--- src/laser_safety_map.svh ---
`ifndef LASER_SAFETY_MAP_SVH
`define LASER_SAFETY_MAP_SVH

// ---------------------------------------------------------------
// widths and clock
// ---------------------------------------------------------------
`define SINK_W 8
`define CNT_W 24
`define CLK_KHZ 100000

// ---------------------------------------------------------------
// times as specified, in their own units
// ---------------------------------------------------------------
`define T_OFF_US 5
`define T_ON_NORMAL_US 800
`define T_INIT_DACS_MS 100
`define T_TRIP_US 50
`define T_INIT_SF_MS 50
`define T_FAULT_RESET_MIN_MS 100
`define T_FAULT_RESET_MAX_MS 200
`define T_SOFT_MS 50

// ---------------------------------------------------------------
// chosen wait before sinks ramp during initialisation
// ---------------------------------------------------------------
`define T_INIT_DAC_MS 40

// ---------------------------------------------------------------
// derived cycle counts (least times round up, ms * kHz is exact)
// ---------------------------------------------------------------
`define INIT_DAC_CYCLES (`T_INIT_DAC_MS * `CLK_KHZ)
`define FAULT_RESET_CYCLES (`T_FAULT_RESET_MIN_MS * `CLK_KHZ)

`endif

--- src/laser_safety_pkg.sv ---
package laser_safety_pkg;

	typedef enum logic [1:0] {
		ST_INIT = 2'b00,
		ST_RUN = 2'b01,
		ST_DISABLED = 2'b10,
		ST_FAULT = 2'b11
	} mode_t;

	typedef struct packed {
		mode_t mode;
		logic [23:0] cnt;
		logic fault;
		logic ready;
		logic sink_en;
		logic oe;
		logic loss;
		logic rate;
		logic nv_pend;
		logic nv_start;
	} ctrl_state_t;

	typedef struct packed {
		logic [7:0] a;
		logic [7:0] b;
	} ramp_state_t;

endpackage

--- src/sink_ramp_if.sv ---
`timescale 1ns/10ps
interface sink_ramp_if;
	logic en;
	logic [7:0] target_a;
	logic [7:0] target_b;
	logic [7:0] level_a;
	logic [7:0] level_b;

	modport ctrl (output en, output target_a, output target_b, input level_a, input level_b);
	modport ramp (input en, input target_a, input target_b, output level_a, output level_b);
endinterface

--- src/sink_ramp.sv ---
`timescale 1ns/10ps
module sink_ramp (
	// clock and reset
	input wire logic clk,
	input wire logic rstn,
	// control side
	sink_ramp_if.ramp rif
);
	import laser_safety_pkg::*;

	ramp_state_t s_q;
	ramp_state_t s_d;

	// one code per cycle upward; a lowered target is taken at once, so the level never passes it
	function automatic logic [7:0] step(input logic en, input logic [7:0] lvl, input logic [7:0] tgt);
		if (!en) begin
			step = 8'h00;
		end else if (lvl < tgt) begin
			step = 8'(lvl + 8'h01);
		end else begin
			step = tgt;
		end
	endfunction

	always_comb begin
		s_d = s_q;
		s_d.a = step(rif.en, s_q.a, rif.target_a);
		s_d.b = step(rif.en, s_q.b, rif.target_b);
	end

	always_ff @(posedge clk) begin
		if (!rstn) begin
			s_q <= '0;
		end else begin
			s_q <= s_d;
		end
	end

	assign rif.level_a = s_q.a;
	assign rif.level_b = s_q.b;
endmodule

--- src/laser_safety_fault_timing.sv ---
`timescale 1ns/10ps
`include "laser_safety_map.svh"
// Overview of operation
// - transmit-disable rise turns sinks off fast
// - normal disable release restores sinks within 0.8ms
// - sinks reach programmed values within 100ms after power-up
// - any fast-trip forces sinks off within 50us
// - any fast-trip while transmit-disable is low raises fault output within 50us
// - after fault, disable release restores sinks within 50ms
// - fault output clears 100 to 200ms later
// - software disable drops sinks within 10ms
// - software enable raises sinks within 50ms
// - serial access ready within 200ms of init; ready sets with the 100ms fault clear, not while transmit-disable is held
// - software fault status set within 50ms
// - loss-of-signal indication set within 50ms
// - loss-of-signal indication cleared within 50ms
// - rate-select output follows bit within 50ms
// - sinks high-impedance while transmit-disable high
// - nonvolatile write starts only after bus stop
module laser_safety_fault_timing #(
	parameter int INIT_DAC_CYCLES = `INIT_DAC_CYCLES,
	parameter int FAULT_RESET_CYCLES = `FAULT_RESET_CYCLES
) (
	// clock and reset
	input wire logic clk,
	input wire logic rstn,
	// transmit control
	input wire logic tx_disable_in,
	input wire logic sw_tx_disable,
	input wire logic [7:0] sink_a_setting,
	input wire logic [7:0] sink_b_setting,
	// fast-trip comparators
	input wire logic monitor_high_trip_level,
	input wire logic monitor_low_trip_level,
	input wire logic bias_trip_level,
	// receive and rate select
	input wire logic rx_signal_loss_in,
	input wire logic sw_rate_select,
	// serial write tracking
	input wire logic nv_write_request,
	input wire logic bus_stop,
	// laser current sinks
	output logic [7:0] current_sink_a,
	output logic [7:0] current_sink_b,
	output logic sink_oe,
	// status
	output logic tx_fault_out,
	output logic fault_status,
	output logic serial_ready,
	output logic receive_signal_loss_out,
	output logic rate_select_out,
	output logic nv_write_start
);
	import laser_safety_pkg::*;

	localparam logic [23:0] DAC_CNT = 24'(INIT_DAC_CYCLES);
	localparam logic [23:0] FLT_CNT = 24'(FAULT_RESET_CYCLES);

	ctrl_state_t s_q;
	ctrl_state_t s_d;
	logic trip;

	sink_ramp_if rif ();

	sink_ramp u_ramp (
		.clk(clk),
		.rstn(rstn),
		.rif(rif)
	);

	assign trip = monitor_high_trip_level | monitor_low_trip_level | bias_trip_level;

	// ---------------------------------------------------------------
	// ramp control
	// ---------------------------------------------------------------
	// pins and trips gate the ramp directly so the sinks drop one edge after the cause
	assign rif.en = s_q.sink_en & ~tx_disable_in & ~sw_tx_disable & ~trip;
	assign rif.target_a = sink_a_setting;
	assign rif.target_b = sink_b_setting;

	// ---------------------------------------------------------------
	// next state
	// ---------------------------------------------------------------
	always_comb begin
		s_d = s_q;
		s_d.nv_start = 1'b0;
		s_d.oe = ~tx_disable_in;
		s_d.loss = rx_signal_loss_in;
		s_d.rate = sw_rate_select;
		case (s_q.mode)
			ST_INIT: begin
				if (tx_disable_in) begin
					s_d.mode = ST_DISABLED;
					s_d.sink_en = 1'b0;
					s_d.cnt = 24'h000000;
				end else begin
					s_d.cnt = 24'(s_q.cnt + 24'h000001);
					if (s_q.cnt == DAC_CNT) begin
						s_d.sink_en = 1'b1;
					end
					if (s_q.cnt == FLT_CNT) begin
						s_d.fault = 1'b0;
						s_d.ready = 1'b1;
						s_d.mode = ST_RUN;
					end
					// a trip that persists after the sinks come back means the recovery failed
					if (s_q.sink_en && trip) begin
						s_d.mode = ST_FAULT;
						s_d.fault = 1'b1;
						s_d.sink_en = 1'b0;
					end
				end
			end
			ST_RUN: begin
				if (tx_disable_in) begin
					s_d.mode = ST_DISABLED;
					s_d.sink_en = 1'b0;
				end else if (trip) begin
					s_d.mode = ST_FAULT;
					s_d.fault = 1'b1;
					s_d.sink_en = 1'b0;
				end
			end
			ST_DISABLED: begin
				s_d.sink_en = 1'b0;
				if (!tx_disable_in) begin
					if (s_q.fault) begin
						s_d.mode = ST_INIT;
						s_d.cnt = 24'h000000;
					end else begin
						s_d.mode = ST_RUN;
						s_d.sink_en = 1'b1;
					end
				end
			end
			ST_FAULT: begin
				s_d.sink_en = 1'b0;
				s_d.fault = 1'b1;
				if (tx_disable_in) begin
					s_d.mode = ST_DISABLED;
				end
			end
			default: begin
				s_d.mode = ST_INIT;
				s_d.cnt = 24'h000000;
			end
		endcase
		// the stop that ends a transaction also covers a byte taken in the same cycle
		if (nv_write_request) begin
			s_d.nv_pend = 1'b1;
		end
		if (bus_stop && (s_q.nv_pend || nv_write_request)) begin
			s_d.nv_start = 1'b1;
			s_d.nv_pend = 1'b0;
		end
	end

	always_ff @(posedge clk) begin
		if (!rstn) begin
			s_q <= '0;
			s_q.mode <= ST_INIT;
			s_q.fault <= 1'b1;
		end else begin
			s_q <= s_d;
		end
	end

	// ---------------------------------------------------------------
	// outputs
	// ---------------------------------------------------------------
	assign current_sink_a = rif.level_a;
	assign current_sink_b = rif.level_b;
	assign sink_oe = s_q.oe;
	assign tx_fault_out = s_q.fault;
	assign fault_status = s_q.fault;
	assign serial_ready = s_q.ready;
	assign receive_signal_loss_out = s_q.loss;
	assign rate_select_out = s_q.rate;
	assign nv_write_start = s_q.nv_start;
endmodule

--- config.mk ---
export PLATFORM = sky130hd
export DESIGN_NAME = laser_safety_fault_timing
export DESIGN_NICKNAME = d
export VERILOG_FILES = /design/src/laser_safety_pkg.sv /design/src/sink_ramp_if.sv /design/src/sink_ramp.sv /design/src/laser_safety_fault_timing.sv
export VERILOG_INCLUDE_DIRS = /design/src
export SDC_FILE = /design/constraint.sdc
export NUM_CORES = 1
export LEC_CHECK = 0
export BUFFER_PORTS_ARGS = -buffer_cell sky130_fd_sc_hd__buf_2
export CORE_ASPECT_RATIO = 0.7
export CORE_MARGIN = 4
export CORE_UTILIZATION = 55
export CTS_BUF_LIST = sky130_fd_sc_hd__clkbuf_2
export DETAILED_ROUTE_END_ITERATION = 10
export PLACE_DENSITY = 0.86
export SLEW_MARGIN = 20
export SYNTH_ARGS = -nofsm -noshare
export SYNTH_HDL_FRONTEND = slang
export SYNTH_SLANG_ARGS = --single-unit
--- constraint.sdc ---
create_clock -name clk -period 2.5 [get_ports clk]
set_input_delay 0.125 -clock clk [delete_from_list [all_inputs] [get_ports clk]]
set_output_delay 0.125 -clock clk [all_outputs]
set_load 0.02 [all_outputs]
## Word level (Yosys, flattened, before mapping)

Index checks and enable logic that the tools add are counted.

| operators by class | value |
|---|---|
| $add $sub $neg | 3 |
| equality and inequality tests | 15 |
| order comparisons | 2 |
| reductions and logical operators | 13 |
| bitwise operators | 9 |
| mux-type cells | 28 |

Operator list:

| kind | count |
|---|---|
| $mux 26 | 2 |
| $pmux 24 s2 | 1 |
| $add 24x1->24 const B | 1 |
| $eq 24x22->1 const B | 1 |
| $eq 24x24->1 const B | 1 |
| $mux 24 | 1 |
| $add 8x1->8 const B | 2 |
| $lt 8x8->1 | 2 |
| $mux 8 | 2 |
| $mux 2 | 7 |
| $mux 1 | 12 |
| $ne 2x2->1 const B | 6 |
| $ne 4x4->1 const B | 2 |
| $pmux 2 s4 | 1 |
| $ne 3x3->1 const B | 2 |
| $reduce_and 3->1 | 2 |
| $reduce_and 5->1 | 1 |
| $eq 2x2->1 const B | 2 |
| $not 1->1 | 4 |
| $pmux 1 s4 | 1 |
| $reduce_and 2->1 | 2 |
| $reduce_and 4->1 | 1 |
| $and 1x1->1 | 3 |
| $pmux 1 s3 | 1 |
| other kinds (8) | 10 |

| word-level totals | value |
|---|---|
| register bits after elaboration | 50 |
| word-level logic and storage cells | 82 |

## Longest topological paths before layout

| depth | value |
|---|---|
| depth in word-level cells | 6 |
| mapped depth | 8 |
| gate-level depth less buffers | 7 |

## Modules after synthesis

Synthesis repeated with hierarchy kept, for this count alone.

| unflattened totals | value |
|---|---|
| cell total of the unflattened synthesis | 357 |
| area total of the unflattened synthesis | 3024.2 um^2 |

Modules (own cells, without submodules):

| module | area an instance (um^2) | instances | cells an instance | sequential area each (um^2) |
|---|---|---|---|---|
| laser_safety_fault_timing | 1805.5 | 1 | 220 | 680.7 |
| sink_ramp | 1218.7 | 1 | 137 | 320.3 |

## Worst setup path before layout

No wires, ideal clock.

| timing path | value |
|---|---|
| kind | flip-flop to flip-flop |
| from | register u_ramp.s_q (netlist bit u_ramp.rif.level_a[2]) |
| to | register u_ramp.s_q (netlist bit u_ramp.rif.level_a[5]) |
| buffers on the path | 1 |
| library setup time | 87 ps |
| cell stages (with the launch flop) | 8 |
| setup slack | 516 ps |
| arrival time | 1896 ps |
| cells stage by stage | dfxtp_1 > ha_1 > a211oi_1 > o21ai_1 > a211oi_4 > buf_4 > nor2_1 > a211oi_1 |

| between the ends | value |
|---|---|
| longest elaborated chain between the ends | 2 |
| elaborated cells between the ends (all ways) | 3 |
| classes of those cells | add/sub: 1; order compare: 1; mux: 1 |

Ends and longest elaborated chain:

| what | line | text |
|---|---|---|
| start, declared | sink_ramp.sv:11 | `ramp_state_t s_q;` |
| start signal, assigned | sink_ramp.sv:33 | `s_q <= '0;` |
| start signal, assigned | sink_ramp.sv:35 | `s_q <= s_d;` |
| $add 8x1->8 or $lt 8x8->1 (tied branches) | sink_ramp.sv:19, sink_ramp.sv:18 |  |
| $mux 8 * | sink_ramp.sv:18 | `end else if (lvl < tgt) begin` |

Every way passes the cells marked *; elsewhere a longest branch is shown, timed or not.
A chain may end at the register's enable or synchronous reset.

## Worst setup path in the final report

| timing path | value |
|---|---|
| from | register u_ramp.s_q (netlist bit u_ramp.rif.level_a[2]) |
| to | register u_ramp.s_q (netlist bit u_ramp.rif.level_a[6]) |

The elaborated chain is that of the path after synthesis.

==> impl_metrics.xml <==
<?xml version="1.0" encoding="UTF-8"?>
<metrics>
  <group name="placed_design">
    <metric name="post-dp-hpwl" unit="mm">4.92</metric>
    <metric name="port_buffers" unit="">49</metric>
    <metric name="globalplace.congestion" unit="">0.833</metric>
  </group>
  <group name="final_layout">
    <metric name="finish.net_count" unit="">441</metric>
    <metric name="utilization" unit="%">69.8</metric>
    <metric name="synthToLayoutAreaGrowth" unit="%">22.0</metric>
    <metric name="insertedDiodeCount" unit="">0</metric>
    <metric name="fillers" unit="">361</metric>
    <metric name="drive_above_1_share" unit="%">17.2</metric>
  </group>
  <group name="yosys">
    <metric name="syn-mean-instance-area" unit="um^2">8.54</metric>
    <metric name="synth-seq-cells" unit="">50</metric>
    <metric name="netlist_top_cells_count" unit="">nor2_1, dfxtp_1, inv_1, xor2_1</metric>
    <metric name="synth_area" unit="um^2">2750</metric>
    <metric name="synth_flop_cell" unit="">dfxtp_1</metric>
    <metric name="mapped_nets" unit="">367</metric>
    <metric name="async_reset_ff_share" unit="%">0</metric>
    <metric name="synth-seq-area-share" unit="%">36.4</metric>
    <metric name="synth_most_common_cell" unit="">nor2_1</metric>
    <metric name="synth_top_area_share" unit="%">36.4</metric>
    <metric name="warning_count_from_the_yosys_run" unit="">0</metric>
    <metric name="number_of_enable_type_register_cells_in_the_synthesized_netlist" unit="">0</metric>
    <metric name="synth_cells" unit="">322</metric>
    <metric name="synth.lib_cells_used.distinct" unit="">40</metric>
    <metric name="synth_top_area_cell" unit="">dfxtp_1</metric>
    <metric name="synth.top_cells.by_area" unit="">dfxtp_1, ha_1, nor2_1</metric>
  </group>
  <group name="worst_setup_path">
    <metric name="critical_path.max_stage_delay" unit="ps">600</metric>
    <metric name="critPathMaxFanout" unit="">15</metric>
    <metric name="path_buf_inv" unit="">0</metric>
    <metric name="worst_path_top_cell_family_by_delay" unit="">compound AO/OA/AOI/OAI gates</metric>
    <metric name="critical_path_required" unit="ps">2830</metric>
    <metric name="cpMostUsedCell" unit="">a211oi_1</metric>
    <metric name="cp_slowest_cell" unit="">a211oi_4</metric>
    <metric name="cp_cell_sequence" unit="">ha_1 -&gt; a211oi_1 -&gt; o21ai_1 -&gt; a211oi_4 -&gt; nor2_1 -&gt; a211oi_1</metric>
    <metric name="worstSetupEndpointType" unit="">flip-flop</metric>
    <metric name="arrival" unit="ps">2590</metric>
    <metric name="critPathLaunchType" unit="">flip-flop</metric>
    <metric name="worst-setup-path-type" unit="">flip-flop to flip-flop</metric>
  </group>
  <group name="clocking">
    <metric name="tritoncts" unit="">yes</metric>
    <metric name="ctsHtreeMaxLevel" unit="">2</metric>
    <metric name="cts.sinks" unit="">50</metric>
    <metric name="cts_setup_buffers" unit="">0</metric>
    <metric name="clk_root_buffer_cell" unit="">clkbuf_2</metric>
    <metric name="clock_latency_on_the_worst_skew_pair" unit="ps">440</metric>
    <metric name="worst_setup_hold_path_clk_slew" unit="ps">200</metric>
    <metric name="number_of_buffers_between_clock_root_and_the_deepest_sink" unit="">2</metric>
    <metric name="cts-buffers-inserted" unit="">5</metric>
  </group>
  <group name="power_and_ir_drop">
    <metric name="net-switching-power" unit="mW">0.336</metric>
    <metric name="p_leak" unit="nW">1.45</metric>
    <metric name="combinationalPowerShare" unit="%">11.4</metric>
    <metric name="power_frac_clock" unit="%">29.1</metric>
    <metric name="sequentialPowerShare" unit="%">59.4</metric>
    <metric name="power.density_cell_area" unit="nW/um^2">413</metric>
    <metric name="internal-power" unit="mW">1.05</metric>
    <metric name="max-vdd-ir-drop" unit="uV">354</metric>
    <metric name="sw_frac_of_total" unit="%">24.2</metric>
  </group>
  <group name="timing">
    <metric name="worst_clock_skew" unit="ps">31.2</metric>
    <metric name="timing.fmax" unit="GHz">0.442</metric>
    <metric name="timing_max_transition_violations_final" unit="">0</metric>
    <metric name="finalSetupTns" unit="ps">0</metric>
    <metric name="grt_setup_unrepaired" unit="">false</metric>
    <metric name="setup_viol_count_final" unit="">0</metric>
    <metric name="tightest_slew" unit="ps">659</metric>
    <metric name="slew_headroom" unit="%">55.8</metric>
    <metric name="final.period_utilization" unit="%">90.5</metric>
    <metric name="post-route-min-period" unit="ps">2260</metric>
    <metric name="timing.final.hold_violations" unit="">0</metric>
  </group>
  <group name="die">
    <metric name="start_util" unit="%">57.2</metric>
    <metric name="dieWidth" unit="um">92.5</metric>
    <metric name="rows" unit="">21</metric>
    <metric name="floorplan.io_pins" unit="">50</metric>
    <metric name="core-area" unit="um^2">4810</metric>
    <metric name="die_area" unit="um^2">6220</metric>
    <metric name="height_of_the_chip" unit="um">67.2</metric>
  </group>
  <group name="detailed_routing">
    <metric name="drt.antenna.violating_nets" unit="">0</metric>
    <metric name="drtPass1Iterations" unit="">4</metric>
    <metric name="detail_route.wl_per_cell" unit="um">15.1</metric>
    <metric name="avgViaCountPerCell" unit="">5.52</metric>
    <metric name="post-route-drc-count" unit="">0</metric>
    <metric name="detailedRoute.firstIterationViolations" unit="">210</metric>
    <metric name="detailroute.via_count" unit="">2568</metric>
    <metric name="total_wire_length_after_detailed_routing" unit="mm">7.00</metric>
  </group>
  <group name="global_route">
    <metric name="grt_max_degree" unit="">17</metric>
    <metric name="global_route_wire_length_before_repair" unit="mm">11.4</metric>
    <metric name="gr-usage-all-layers" unit="%">23.6</metric>
    <metric name="globalRouteOverflowTotal" unit="">0</metric>
    <metric name="number_of_antenna_violations_at_the_first_check_in_global_routing" unit="">0</metric>
    <metric name="number_of_global_route_vias_before_repair" unit="">2463</metric>
  </group>
  <group name="run">
    <metric name="timing.max_cap.violations" unit="">0</metric>
  </group>
  <group name="run_status">
    <metric name="status" unit="">complete, no violations</metric>
  </group>
  <group name="hold_path">
    <metric name="path_type_of_the_worst_min_delay_path" unit="">primary input to flip-flop</metric>
  </group>
</metrics>
==> kinds of logic after synthesis <==
group,synth area share [%]
buffers and inverters,4.96
XOR/XNOR,10.5
adder cells (fa/ha/maj),8.19
AO/OA/AOI/OAI,11.6
multiplexers,1.09
AND/OR/NAND/NOR,27.2
flip-flops,36.4
==> metal layers <==
metal	up-vias	global-route usage, %	part of all wire, %
li1	1273	-	-
met1	1192	30.3	43
met2	90	39.3	47
met3	13	5.12	7.6
met4	0	9.44	1.8
met5	-	0	0
==> what timing repair did <==
action | CTS | global route
gates resized for setup | 0 | 0
hold buffers | 25 | 0
hold endpoints to repair | 24 | 0
==> area by class of cell <==
type,count,area (um^2),area share (%)
clock buffers,5,25.0,0.745
clock inverters,2,33.8,1.01
inverters,21,78.8,2.35
multi-input cells,241,1610,48.1
flip-flops and latches,50,1000,29.8
well taps,69,86.3,2.57
repair buffers,77,518,15.4
==> worst min-delay path: cells and delay by family <==
kind,cells,cell delay (ps)
buf+inv,1,110
compound gates,1,80
simple gates,1,120
==> layout by cell type (no fill, tap or decap), drive strengths merged, types with 6 or more instances in the layout <==
cell and count:
a211oi 20, nand4 11, inv 21, ha 18
dlygate4sd3 25, xor2 19, nor4 9, nor3 6
nor2 56, nand2 13, buf 52, nor2b 6
nand3 16, a21oi 7, dfxtp 50, xnor2 14
and3 9, o21ai 9
==> stage by stage <==
step           hold slack, ps  cell area [um^2]  std cells  setup slack (ps)  power (mW)
3_5_place_dp              304              3050        433               274       0.962
3_3_place_gp              297              3050        433               523       0.957
4_1_cts                  24.3              3360        465               247        1.39
2_1_floorplan             197              2750        322               516       0.911
6_report                 52.8              3360        465               237        1.39
5_1_grt                  52.5              3360        465              67.8        1.45
==> path summary, 6_finish.rpt <==
| check | start | end | slack [ps] | cells past startpoint |
|---|---|---|---|---|
| max | u_ramp.rif.level_a[2] | u_ramp.rif.level_a[6] | 240 | 6 |
| min | sink_a_setting[6] | u_ramp.rif.level_a[6] | 50 | 3 |
| max reg2reg | u_ramp.rif.level_a[2] | u_ramp.rif.level_a[6] | 240 | 6 |
| min reg2reg | serial_ready | serial_ready | 560 | 2 |
==> registers in the layout, indices dropped and copies added (netlist names) <==
register / cells
rate_select_out: 1
fault_status: 1
serial_ready: 1
nv_write_start: 1
receive_signal_loss_out: 1
s_q: 28
u_ramp.rif.level_b: 8
u_ramp.rif.level_a: 8
sink_oe: 1
==> power by group through the flow <==
| stage | logic (mW) | clock network [mW] | registers (mW) |
|---|---|---|---|
| after floorplan | 0.0743 | 0 | 0.837 |
| after global routing | 0.175 | 0.445 | 0.827 |
| after CTS | 0.154 | 0.416 | 0.824 |
| final | 0.158 | 0.404 | 0.824 |
| after detailed placement | 0.123 | 0 | 0.839 |
| after global placement | 0.119 | 0 | 0.838 |
Note: power is estimated with default switching activity, not from simulation.
